--- src/core/cbrop_pkg.sv ---
// ==========================================================
// shared constants for the compare / bcd / rotate datapath
package cbrop_pkg;
   // register bus map (byte-free word addresses)
   localparam int ADDR_W = 9;
   localparam logic [8:0] OFS_WORK = 9'h000;
   localparam logic [8:0] OFS_STAT = 9'h001;
   localparam logic [8:0] OFS_FILE_BASE = 9'h100;
   localparam int FILE_SEL_BIT = 8;
   // status register fields
   localparam int STAT_CARRY = 0;
   localparam int STAT_DIGIT = 1;
   localparam int STAT_BUSY = 2;
   localparam int STAT_SKIP = 3;
   localparam logic [7:0] WORK_RESET = 8'h00;
   // instruction encodings, bits 15:9 of the instruction word
   localparam logic [6:0] OPC_CMP_LT = 7'h18;
   localparam logic [6:0] OPC_DADJ = 7'h17;
   localparam logic [6:0] OPC_ROT_L = 7'h11;
   localparam logic [6:0] OPC_ROT_RC = 7'h0c;
   localparam int DEST_BIT = 8;
   // bcd correction figures
   localparam logic [3:0] BCD_MAX_DIGIT = 4'h9;
   localparam logic [4:0] BCD_FIX = 5'h06;
   // file register space
   localparam int FILE_DEPTH = 256;
   localparam int FILE_AW = 8;
   typedef enum logic [2:0] {
      CBROP_IDLE = 3'b000,
      CBROP_Q1 = 3'b001,
      CBROP_Q2 = 3'b010,
      CBROP_Q3 = 3'b011,
      CBROP_Q4 = 3'b100
   } cbrop_phase_type;
   typedef enum logic [2:0] {
      CBROP_OP_NOP = 3'b000,
      CBROP_OP_CMP = 3'b001,
      CBROP_OP_DAW = 3'b010,
      CBROP_OP_RLN = 3'b011,
      CBROP_OP_RRC = 3'b100
   } cbrop_op_type;
endpackage : cbrop_pkg

--- src/core/cbrop_fmem.sv ---
`timescale 1ns/1ps
// ==========================================================
// file register store: one write port, two registered read ports
module cbrop_fmem #(
   parameter int WIDTH = 8,
   parameter int DEPTH = 256,
   parameter int AW = 8
) (
   input wire logic clk_i,
   input wire logic we_i,
   input wire logic [AW-1:0] waddr_i,
   input wire logic [WIDTH-1:0] wdata_i,
   input wire logic [AW-1:0] raddr_a_i,
   output logic [WIDTH-1:0] rdata_a_o,
   input wire logic [AW-1:0] raddr_b_i,
   output logic [WIDTH-1:0] rdata_b_o
);
   logic [WIDTH-1:0] mem [DEPTH];

   // refuse shapes the address cannot cover
   initial begin
      if (DEPTH > (1 << AW) || WIDTH < 1) begin
         $error("cbrop_fmem: depth does not fit address width");
      end
   end

   // write port
   always_ff @(posedge clk_i) begin
      if (we_i) begin
         mem[waddr_i] <= wdata_i;
      end
   end

   // registered read ports, no reset on data
   always_ff @(posedge clk_i) begin
      rdata_a_o <= mem[raddr_a_i];
      rdata_b_o <= mem[raddr_b_i];
   end
endmodule : cbrop_fmem

--- src/core/cbrop_core.sv ---
`timescale 1ns/1ps
module cbrop_core
   import cbrop_pkg::*;
#(
   parameter int DATA_W = 8
) (
   input wire logic CORE_CLK_I,
   input wire logic RST_N_I,
   input wire logic [15:0] INSTR_I,
   input wire logic INSTR_VALID_I,
   output logic INSTR_READY_O,
   output logic DONE_O,
   output logic SKIP_O,
   input wire logic [ADDR_W-1:0] ADDR_I,
   input wire logic [7:0] WDATA_I,
   input wire logic WR_I,
   input wire logic RD_I,
   output logic [7:0] RDATA_O
);
   // ==========================================================
   // elaboration check
   initial begin
      if (DATA_W != 8) begin
         $error("cbrop_core: datapath is fixed at eight bits");
      end
   end

   // ==========================================================
   // reset release
   logic rst_meta_n;
   logic rst_n;
   always_ff @(posedge CORE_CLK_I or negedge RST_N_I) begin
      if (!RST_N_I) begin
         rst_meta_n <= 1'b0;
         rst_n <= 1'b0;
      end else begin
         rst_meta_n <= 1'b1;
         rst_n <= rst_meta_n;
      end
   end

   // ==========================================================
   // helpers
   // one bcd digit correction, carry out in bit 4
   function automatic logic [4:0] bcd_digit(input logic [3:0] d, input logic force_fix);
      logic [4:0] s;
      s = {1'b0, d};
      if (d > BCD_MAX_DIGIT || force_fix) begin
         s = s + BCD_FIX;
      end
      return s;
   endfunction : bcd_digit

   function automatic cbrop_op_type decode_op(input logic [6:0] opc);
      cbrop_op_type op;
      op = CBROP_OP_NOP;
      if (opc == OPC_CMP_LT) op = CBROP_OP_CMP;
      else if (opc == OPC_DADJ) op = CBROP_OP_DAW;
      else if (opc == OPC_ROT_L) op = CBROP_OP_RLN;
      else if (opc == OPC_ROT_RC) op = CBROP_OP_RRC;
      return op;
   endfunction : decode_op

   // ==========================================================
   // state
   cbrop_phase_type phase;
   logic [15:0] instr;
   cbrop_op_type op;
   logic [FILE_AW-1:0] fsel;
   logic dest;
   logic [7:0] working_register;
   logic carry_flag;
   logic digit_carry_flag;
   logic skip_pending;
   logic squash;
   logic [7:0] result;
   logic next_carry;
   logic is_less;
   logic [7:0] fdata;
   logic [7:0] bus_fdata;
   logic take;

   assign INSTR_READY_O = (phase == CBROP_IDLE) || (phase == CBROP_Q4);
   assign take = INSTR_READY_O && INSTR_VALID_I;

   // ==========================================================
   // phase sequencer
   always_ff @(posedge CORE_CLK_I or negedge rst_n) begin
      if (!rst_n) begin
         phase <= CBROP_IDLE;
      end else begin
         unique case (phase)
            CBROP_IDLE: phase <= take ? CBROP_Q1 : CBROP_IDLE;
            CBROP_Q1: phase <= CBROP_Q2;
            CBROP_Q2: phase <= CBROP_Q3;
            CBROP_Q3: phase <= CBROP_Q4;
            CBROP_Q4: phase <= take ? CBROP_Q1 : CBROP_IDLE;
            default: phase <= CBROP_IDLE;
         endcase
      end
   end

   // instruction latch and squash of a skipped instruction
   always_ff @(posedge CORE_CLK_I or negedge rst_n) begin
      if (!rst_n) begin
         instr <= 16'h0000;
         squash <= 1'b0;
      end else if (take) begin
         instr <= INSTR_I;
         squash <= skip_pending || (phase == CBROP_Q4 && op == CBROP_OP_CMP && is_less
            && !squash);
      end
   end

   // q1 decode of opcode, file select and destination
   always_ff @(posedge CORE_CLK_I or negedge rst_n) begin
      if (!rst_n) begin
         op <= CBROP_OP_NOP;
         fsel <= '0;
         dest <= 1'b0;
      end else if (phase == CBROP_Q1) begin
         op <= squash ? CBROP_OP_NOP : decode_op(instr[15:9]);
         fsel <= instr[FILE_AW-1:0];
         dest <= instr[DEST_BIT];
      end
   end

   // ==========================================================
   // q3 execute; both bcd digits corrected side by side
   logic [4:0] lo;
   logic [4:0] hi;
   assign lo = bcd_digit(working_register[3:0], digit_carry_flag);
   assign hi = bcd_digit(working_register[7:4], carry_flag);
   always_ff @(posedge CORE_CLK_I or negedge rst_n) begin
      if (!rst_n) begin
         result <= 8'h00;
         next_carry <= 1'b0;
         is_less <= 1'b0;
      end else if (phase == CBROP_Q3) begin
         is_less <= (fdata < working_register);
         unique case (op)
            CBROP_OP_DAW: begin
               result <= {hi[3:0], lo[3:0]};
               next_carry <= hi[4] | carry_flag;
            end
            CBROP_OP_RLN: begin
               result <= {fdata[6:0], fdata[7]};
               next_carry <= carry_flag;
            end
            CBROP_OP_RRC: begin
               result <= {carry_flag, fdata[7:1]};
               next_carry <= fdata[0];
            end
            CBROP_OP_CMP, CBROP_OP_NOP: begin
               result <= fdata;
               next_carry <= carry_flag;
            end
         endcase
      end
   end

   // ==========================================================
   // q4 write of destinations and flags
   logic core_we;
   logic wr_work;
   assign core_we = (phase == CBROP_Q4) && ((op == CBROP_OP_DAW)
      || ((op == CBROP_OP_RLN || op == CBROP_OP_RRC) && dest));
   assign wr_work = (phase == CBROP_Q4) && ((op == CBROP_OP_DAW && !dest)
      || ((op == CBROP_OP_RLN || op == CBROP_OP_RRC) && !dest));

   // working register: core write beats a bus write
   always_ff @(posedge CORE_CLK_I or negedge rst_n) begin
      if (!rst_n) begin
         working_register <= WORK_RESET;
      end else if (wr_work) begin
         working_register <= result;
      end else if (WR_I && ADDR_I == OFS_WORK) begin
         working_register <= WDATA_I;
      end
   end

   // carry flags; compare and left rotate leave them alone
   always_ff @(posedge CORE_CLK_I or negedge rst_n) begin
      if (!rst_n) begin
         carry_flag <= 1'b0;
         digit_carry_flag <= 1'b0;
      end else if (phase == CBROP_Q4 && (op == CBROP_OP_DAW || op == CBROP_OP_RRC)) begin
         carry_flag <= next_carry;
      end else if (WR_I && ADDR_I == OFS_STAT) begin
         carry_flag <= WDATA_I[STAT_CARRY];
         digit_carry_flag <= WDATA_I[STAT_DIGIT];
      end
   end

   // skip request: set on a taken compare, cleared when next instr is taken
   always_ff @(posedge CORE_CLK_I or negedge rst_n) begin
      if (!rst_n) begin
         skip_pending <= 1'b0;
      end else if (phase == CBROP_Q4 && op == CBROP_OP_CMP && is_less && !take) begin
         skip_pending <= 1'b1;
      end else if (take) begin
         skip_pending <= 1'b0;
      end
   end

   // completion pulses; compare writes nothing
   assign DONE_O = (phase == CBROP_Q4);
   assign SKIP_O = (phase == CBROP_Q4) && (op == CBROP_OP_CMP) && is_less;

   // ==========================================================
   // file register store
   logic bus_fwe;
   assign bus_fwe = WR_I && ADDR_I[FILE_SEL_BIT] && !core_we;

   cbrop_fmem #(
      .WIDTH(8),
      .DEPTH(FILE_DEPTH),
      .AW(FILE_AW)
   ) cbrop_fmem_i (
      .clk_i(CORE_CLK_I),
      .we_i(core_we || bus_fwe),
      .waddr_i(core_we ? fsel : ADDR_I[FILE_AW-1:0]),
      .wdata_i(core_we ? result : WDATA_I),
      .raddr_a_i(fsel), // q2 read, data valid in q3
      .rdata_a_o(fdata),
      .raddr_b_i(ADDR_I[FILE_AW-1:0]),
      .rdata_b_o(bus_fdata)
   );

   // ==========================================================
   // bus read path, data one cycle after the strobe
   logic rd_pend;
   logic rd_file;
   logic [7:0] rd_reg;
   always_ff @(posedge CORE_CLK_I or negedge rst_n) begin
      if (!rst_n) begin
         rd_pend <= 1'b0;
         rd_file <= 1'b0;
         rd_reg <= 8'h00;
      end else begin
         rd_pend <= RD_I;
         rd_file <= ADDR_I[FILE_SEL_BIT];
         if (ADDR_I == OFS_WORK) begin
            rd_reg <= working_register;
         end else if (ADDR_I == OFS_STAT) begin
            rd_reg <= 8'h00; // spare status bits read zero
            rd_reg[STAT_CARRY] <= carry_flag;
            rd_reg[STAT_DIGIT] <= digit_carry_flag;
            rd_reg[STAT_BUSY] <= (phase != CBROP_IDLE);
            rd_reg[STAT_SKIP] <= skip_pending;
         end else begin
            rd_reg <= 8'h00; // unmapped reads zero
         end
      end
   end

   assign RDATA_O = !rd_pend ? 8'h00 : (rd_file ? bus_fdata : rd_reg);
endmodule : cbrop_core

--- config.mk ---
export PLATFORM = sky130hd
export DESIGN_NAME = cbrop_core
export DESIGN_NICKNAME = d
export VERILOG_FILES = /design/src/core/cbrop_pkg.sv /design/src/core/cbrop_fmem.sv /design/src/core/cbrop_core.sv
export SDC_FILE = /design/constraint.sdc
export NUM_CORES = 2
export LEC_CHECK = 0
export BUFFER_PORTS_ARGS = -buffer_cell sky130_fd_sc_hd__buf_2
export CORE_ASPECT_RATIO = 1.2
export CORE_UTILIZATION = 35
export CTS_BUF_LIST = sky130_fd_sc_hd__clkbuf_16
export CTS_CLUSTER_DIAMETER = 100
export CTS_CLUSTER_SIZE = 30
export DETAILED_ROUTE_END_ITERATION = 10
export HOLD_SLACK_MARGIN = 0.15
export PLACE_DENSITY_LB_ADDON = 0.3
export SYNTH_ARGS = -nofsm -noshare
export SYNTH_HDL_FRONTEND = slang
export SYNTH_SLANG_ARGS = --single-unit
--- constraint.sdc ---
create_clock -name CORE_CLK_I -period 2.9 [get_ports CORE_CLK_I]
set_input_delay 0.58 -clock CORE_CLK_I [delete_from_list [all_inputs] [get_ports CORE_CLK_I]]
set_output_delay 0.58 -clock CORE_CLK_I [all_outputs]
set_load 0.05 [all_outputs]
### Yosys cells after proc, flatten, opt, wreduce, memory -nomap -nowiden

Memories as Yosys holds them, arrays and structs flattened. A register that Yosys moved wholly into a read port is not among the register bits.
Cells that the tools add are included.

| cells by class | value |
|---|---|
| add/subtract/negate cells | 2 |
| magnitude comparators | 3 |
| equality and inequality tests | 13 |
| muxes and demuxes | 25 |
| bitwise operators | 2 |
| reduce and logical (&&, ||, !) cells | 39 |

Operator list:

| cell | count |
|---|---|
| 2-to-1 mux 8 bit | 7 |
| one-hot mux 8 bit (4 select lines) | 1 |
| equality test 7 x 5 -> 1 bit (second input constant) | 3 |
| logical AND 1 bit | 15 |
| 2-to-1 mux 3 bit | 5 |
| equality test 3 x 2 -> 1 bit (second input constant) | 4 |
| one-hot mux 3 bit (4 select lines) | 1 |
| equality test 9 x 1 -> 1 bit (second input constant) | 1 |
| zero test 9 bit | 1 |
| logical OR 1 bit | 9 |
| greater-than comparator 4 bit (second input constant) | 2 |
| less-than comparator 8 bit | 1 |
| 2-to-1 mux 4 bit | 2 |
| equality test 7 x 4 -> 1 bit (second input constant) | 1 |
| 2-to-1 mux 1 bit | 7 |
| equality test 3 x 1 -> 1 bit (second input constant) | 2 |
| equality test 3 bit (second input constant) | 2 |
| zero test 3 bit | 2 |
| nonzero test 2 bit | 3 |
| adder 4 x 3 -> 5 bit (second input constant) | 1 |
| 2-to-1 mux 5 bit | 1 |
| adder 4 x 3 -> 4 bit (second input constant) | 1 |
| zero test 1 bit | 4 |
| OR reduction 2 bit | 2 |
| other kinds (6) | 6 |

| storage, ports and cells | value |
|---|---|
| register bits | 65 |
| bits in writable memories | 2,048 |
| input port bits | 38 |
| logic and storage cells | 103 |
| memories kept | 1 |

Memories:

| memory | words | bits a word | rd ports | clocked after Yosys merged registers in | write ports | RTL line | source |
|---|---|---|---|---|---|---|---|
| cbrop_fmem_i.mem | 256 | 8 | 2 | 2 | 1 | cbrop_fmem.sv:18 | `logic [WIDTH-1:0] mem [DEPTH];` |

### Longest topological paths before layout

| logic depth | value |
|---|---|
| depth after elaboration | 10 |
| gate-level depth with buffers | 13 |

### By module

A second synthesis with hierarchy kept.

| unflattened totals | value |
|---|---|
| cells, all modules | 5,203 |
| area, all modules | 100,605.2 um^2 |

By module, submodules not included:

| module | times used | cells an instance | area each (um^2) | seq. area each (um^2) |
|---|---|---|---|---|
| cbrop_fmem | 1 | 4,847 | 96,973.0 | 61,819.3 |
| cbrop_core | 1 | 356 | 3,632.2 | 1,626.6 |

### Worst setup path before layout

No wires, ideal clock.

| path | value |
|---|---|
| path type | register -> register |
| from | reg phase[1] |
| to | mem cbrop_fmem_i.mem[0][0] (data pin) |
| arrival time | 3.750 ns |
| required time | 2.344 ns |
| path slack | -1.406 ns |
| cell stages (with the launch flop) | 9 |
| buffers on the path | 4 |
| clock period less this slack | 4.306 ns |
| cell sequence | dfrtp_1 > buf_2 > nor2_2 > nand2_1 > a21oi_1 > buf_4 > buf_6 > buf_2 > mux2_2 |

| between the ends | value |
|---|---|
| longest elaborated chain between the ends | 3 |

Ends and longest elaborated chain:

| what | RTL line | source |
|---|---|---|
| from (decl) | cbrop_core.sv:66 | `cbrop_phase_type phase;` |
| from (signal assigned) | cbrop_core.sv:93 | `CBROP_IDLE: phase <= take ? CBROP_Q1 : CBROP_IDLE;` |
| from (signal assigned) | cbrop_core.sv:97 | `CBROP_Q4: phase <= take ? CBROP_Q1 : CBROP_IDLE;` |
| equality test 3 bit | cbrop_core.sv:166 | `assign core_we = (phase == CBROP_Q4) && ((op == CBROP_OP_DAW)` |
| logical AND 1 bit | cbrop_core.sv:166 |  |
| 2-to-1 mux 8 bit | cbrop_core.sv:223 | `.wdata_i(core_we ? result : WDATA_I),` |
| via cbrop_fmem_i.wdata_i[0] | cbrop_fmem.sv:12 | `input wire logic [WIDTH-1:0] wdata_i,` |
| to (decl) | cbrop_fmem.sv:18 |  |

The timed path passes the listed nets, and every way through them passes these cells.

==> out/results.ini <==
[outcome]
status = complete, but fails checks
violations = negative setup slack

[min_path]
hold_start = INSTR_I[2]
min_delay_worst_endpoint = instr[2]
hold_depth = 2
hold_path.class = input port to register

[die]
die_h_um = 585.7
rows = 213
coreArea_mm2 = 0.2814
io_pins = 49
initial_core_util_pct = 35.32
die_w_um = 488.5
dieArea_mm2 = 0.2861

[setup_path]
r2r-start = fsel[0]
critPathLaunchType = register
worstPathArrival_ns = 3.73
ff2ff_path_depth = 10
cp-end-kind = register
cp_slowest_cell = mux4_2
cp_num_buf_inv = 5
critPathMaxStageDelay_ns = 0.59
r2r_setup_slack_ns = -0.16
worstPathCellList = buf_12, buf_12, buf_16, buf_8, mux4_2, mux4_2, a22o_1, a211oi_4, buf_6, a211oi_4
crit_type = register to register
path_delay_family = multiplexers
rr_endpoint = cbrop_fmem_i.rdata_a_o[7]
path_max_fanout = 6
crit_required_ns = 3.58

[clock_network]
cts_root_buf = clkbuf_16
clk_path_buf_depth = 3
cts_tree = yes
clock-sinks = 2129
clock_latency_ns = 0.79
cts.htree.levels = 3
numCtsBuffers = 82
clkTransAtPathRegs_ns = 0.13

[cells_and_area]
layout.nets = 6019
drive_above_1_share_pct = 46.04
areaGrowthSynthToFinish_pct = 19.66
postLayoutCellArea_mm2 = 0.1189
reg_top3 = cbrop_fmem_i.mem x2048, instr x16
regMostFlops = cbrop_fmem_i.mem
utilization_pct = 42.26
largest_reg_flops = 2048

[timing]
tightest_slew_ns = 1.043
period_share_pct = 105.4
fmax_mhz = 327.3
drv_slew = 0
hold_violations = 0
finClkSkew_ns = 0.06516
rsz0062_at_grt = true
fin_ws_ns = -0.1557
setup-violations-final = 37
finalCriticalPeriod_ns = 3.056
max_slew_margin_pct = 30.47

[yosys]
synth_ff_type = edfxtp_1
synth-seq-cells = 2129
synthDistinctLibCells = 66
syn_area_mm2 = 0.09939
avgSynthCellArea_um2 = 19.69
syn_nets = 5094
synth_edf_count = 2048
synthCells = 5047
yosysSeqAreaShare_pct = 63.84
yosys_warnings = 0
async_reset_ff_share_pct = 3.053

[job]
drv_cap = 0

[drt]
drc = 0
wl_um = 338300
ant_nets = 0
wl_per_cell_um = 34.65
routed-via-count = 58770
dr.pass1.iters = 6
via_per_inst = 6.019
drt_iter0_markers = 6856

[pwr]
power_density_mw_per_mm2 = 682.0
leakage_nw = 38.02
ir_drop_mv = 0.4910

[global_route]
grt_pass1_vias = 59820
antenna_found_initial = 10
globalRouteTotalUtil_pct = 23.18
grt_pass1_wl_um = 466900
grt_max_degree = 109
grt_remaining_overflow = 0

[placed_design]
gp_congestion = 0.9715
numPortBuffers = 48
placed_cell_area_mm2 = 0.1129
dp_hpwl_um = 239800

-- layer usage --
metal | GRT usage [%] | vias up | wire length [um]
met2 | 38.89 | 2850 | 167600
li1 | - | 23450 | -
met1 | 29.62 | 31850 | 125600
met4 | 11.37 | 8 | 19610
met3 | 2.996 | 609 | 25500
met5 | 0 | - | 59
-- through the flow --
stage | power, mW | hold slack [ns] | worst slack [ns] | cells | TNS [ns]
global route | 82.95 | 0.2102 | -0.1501 | 9760 | -2.882
detailed placement | 63.80 | 0.3417 | -0.9449 | 9520 | -579.93
floorplan | 50.84 | 0.2844 | -0.1036 | 5047 | -68.72
global placement | 63.65 | 0.3376 | -0.9579 | 9519 | -650.34
finish | 81.11 | 0.2186 | -0.1557 | 9763 | -1.235
CTS | 80.39 | 0.1992 | -0.1396 | 9719 | -0.9028
-- power breakdown --
part | leakage [nW] | internal, mW | total, mW | switching (mW)
clock network | 1.16 | 5.31 | 15.0 | 9.66
registers | 19.3 | 34.2 | 34.8 | 0.641
logic | 17.5 | 15.1 | 31.3 | 16.2
-- repair_timing --
action / CTS / global route
setup buffers: 64 / 32
gates cloned: 6 / 11
hold endpoints to repair: 26 / 0
pin swaps: 34 / 38
endpoints found under the setup margin: 1965 / 1911
hold buffers: 25 / 0
resized for setup: 295 / 290
-- kinds of logic (layout without fill, tap and decap cells) --
kind of cell | count (synthesis) | count (layout) | synth area share (%)
AOI/OAI and AO/OA | 548 | 549 | 3.850
buffers and inverters | 428 | 1373 | 2.294
other | 1 | 5 | 0.003773
muxes | 1354 | 1358 | 27.33
DFF | 2129 | 2129 | 63.84
adders and majority gates | 9 | 9 | 0.1133
xor gates and xnor gates | 5 | 5 | 0.04406
and+or+nand+nor | 573 | 573 | 2.532
-- cells in the mapped netlist, drive strengths merged, types with 4 or more instances --
library cell | instances | area, um2
a31oi | 31 | 200.2
inv | 20 | 75.07
mux2i | 226 | 2262
nand2b | 15 | 93.84
nor2 | 309 | 1162
o31ai | 10 | 75.07
o311ai | 4 | 35.04
a211oi | 29 | 217.7
nand3 | 29 | 145.1
a32oi | 7 | 61.31
ha | 9 | 112.6
a221oi | 34 | 297.8
or3 | 18 | 112.6
o21ai | 67 | 335.3
o221ai | 40 | 350.3
a21oi | 93 | 465.5
or2 | 20 | 125.1
o22ai | 22 | 137.6
buf | 283 | 1732
a22oi | 134 | 1006
o21a | 5 | 37.54
nand2 | 95 | 356.6
a21o | 7 | 52.55
clkbuf | 123 | 465.5
xnor2 | 5 | 43.79
a22o | 21 | 183.9
nor3 | 32 | 160.2
and2 | 7 | 43.79
nor2b | 28 | 175.2
dfrtp | 65 | 1627
mux2 | 45 | 506.7
mux4 | 1083 | 24390
o211ai | 19 | 142.6
nor3b | 4 | 30.03
edfxtp | 2048 | 61500
dfxtp | 16 | 320.3
and3 | 4 | 25.02
-- placed cells by master (no fill, tap or decap), drive strengths merged, types with 4 or more instances in the layout --
master	netlist	layout
clkbuf	123	89
a21oi	93	94
and2	7	7
inv	20	38
nand2b	15	15
ha	9	9
a22o	21	21
xnor2	5	5
a32oi	7	7
dfrtp	65	65
diode	0	4
o22ai	22	22
mux4	1083	1083
a221oi	34	34
and3	4	4
dlygate4sd3	0	25
a21o	7	7
or3	18	18
or2	20	20
nand3	29	29
buf	283	1210
nand2	95	95
edfxtp	2048	2048
a211oi	29	29
o211ai	19	19
nor2b	28	28
nor3	32	32
mux2i	226	226
o311ai	4	4
nor2	309	309
o221ai	40	40
o21a	5	5
o21ai	67	67
a22oi	134	134
dfxtp	16	16
clkinv	2	9
mux2	45	49
nor3b	4	4
o31ai	10	10
a31oi	31	31
-- worst max path at each step --
stage,startpoint,endpoint,slack [ns],depth (start not counted)
2_1_floorplan,phase[1],cbrop_fmem_i.mem[238][0],-0.10,10
3_3_place_gp,ADDR_I[0],cbrop_fmem_i.rdata_b_o[3],-0.96,9
3_5_place_dp,ADDR_I[0],cbrop_fmem_i.rdata_b_o[0],-0.94,10
4_1_cts,fsel[0],cbrop_fmem_i.rdata_a_o[1],-0.14,11
5_1_grt,fsel[0],cbrop_fmem_i.rdata_a_o[7],-0.15,10
6_report,fsel[0],cbrop_fmem_i.rdata_a_o[7],-0.16,10
-- final cells by class --
class	instances	area, um2
clock buffers	83	2077
clock inverters	26	200.2
well taps	3762	4707
diodes	4	10.01
fillers	24710	162500
repair buffers	1242	12830
flip-flops and latches	2129	63460
multi-input cells	2495	35560
inverters	22	85.08
Power figures use the tool's default switching activity.
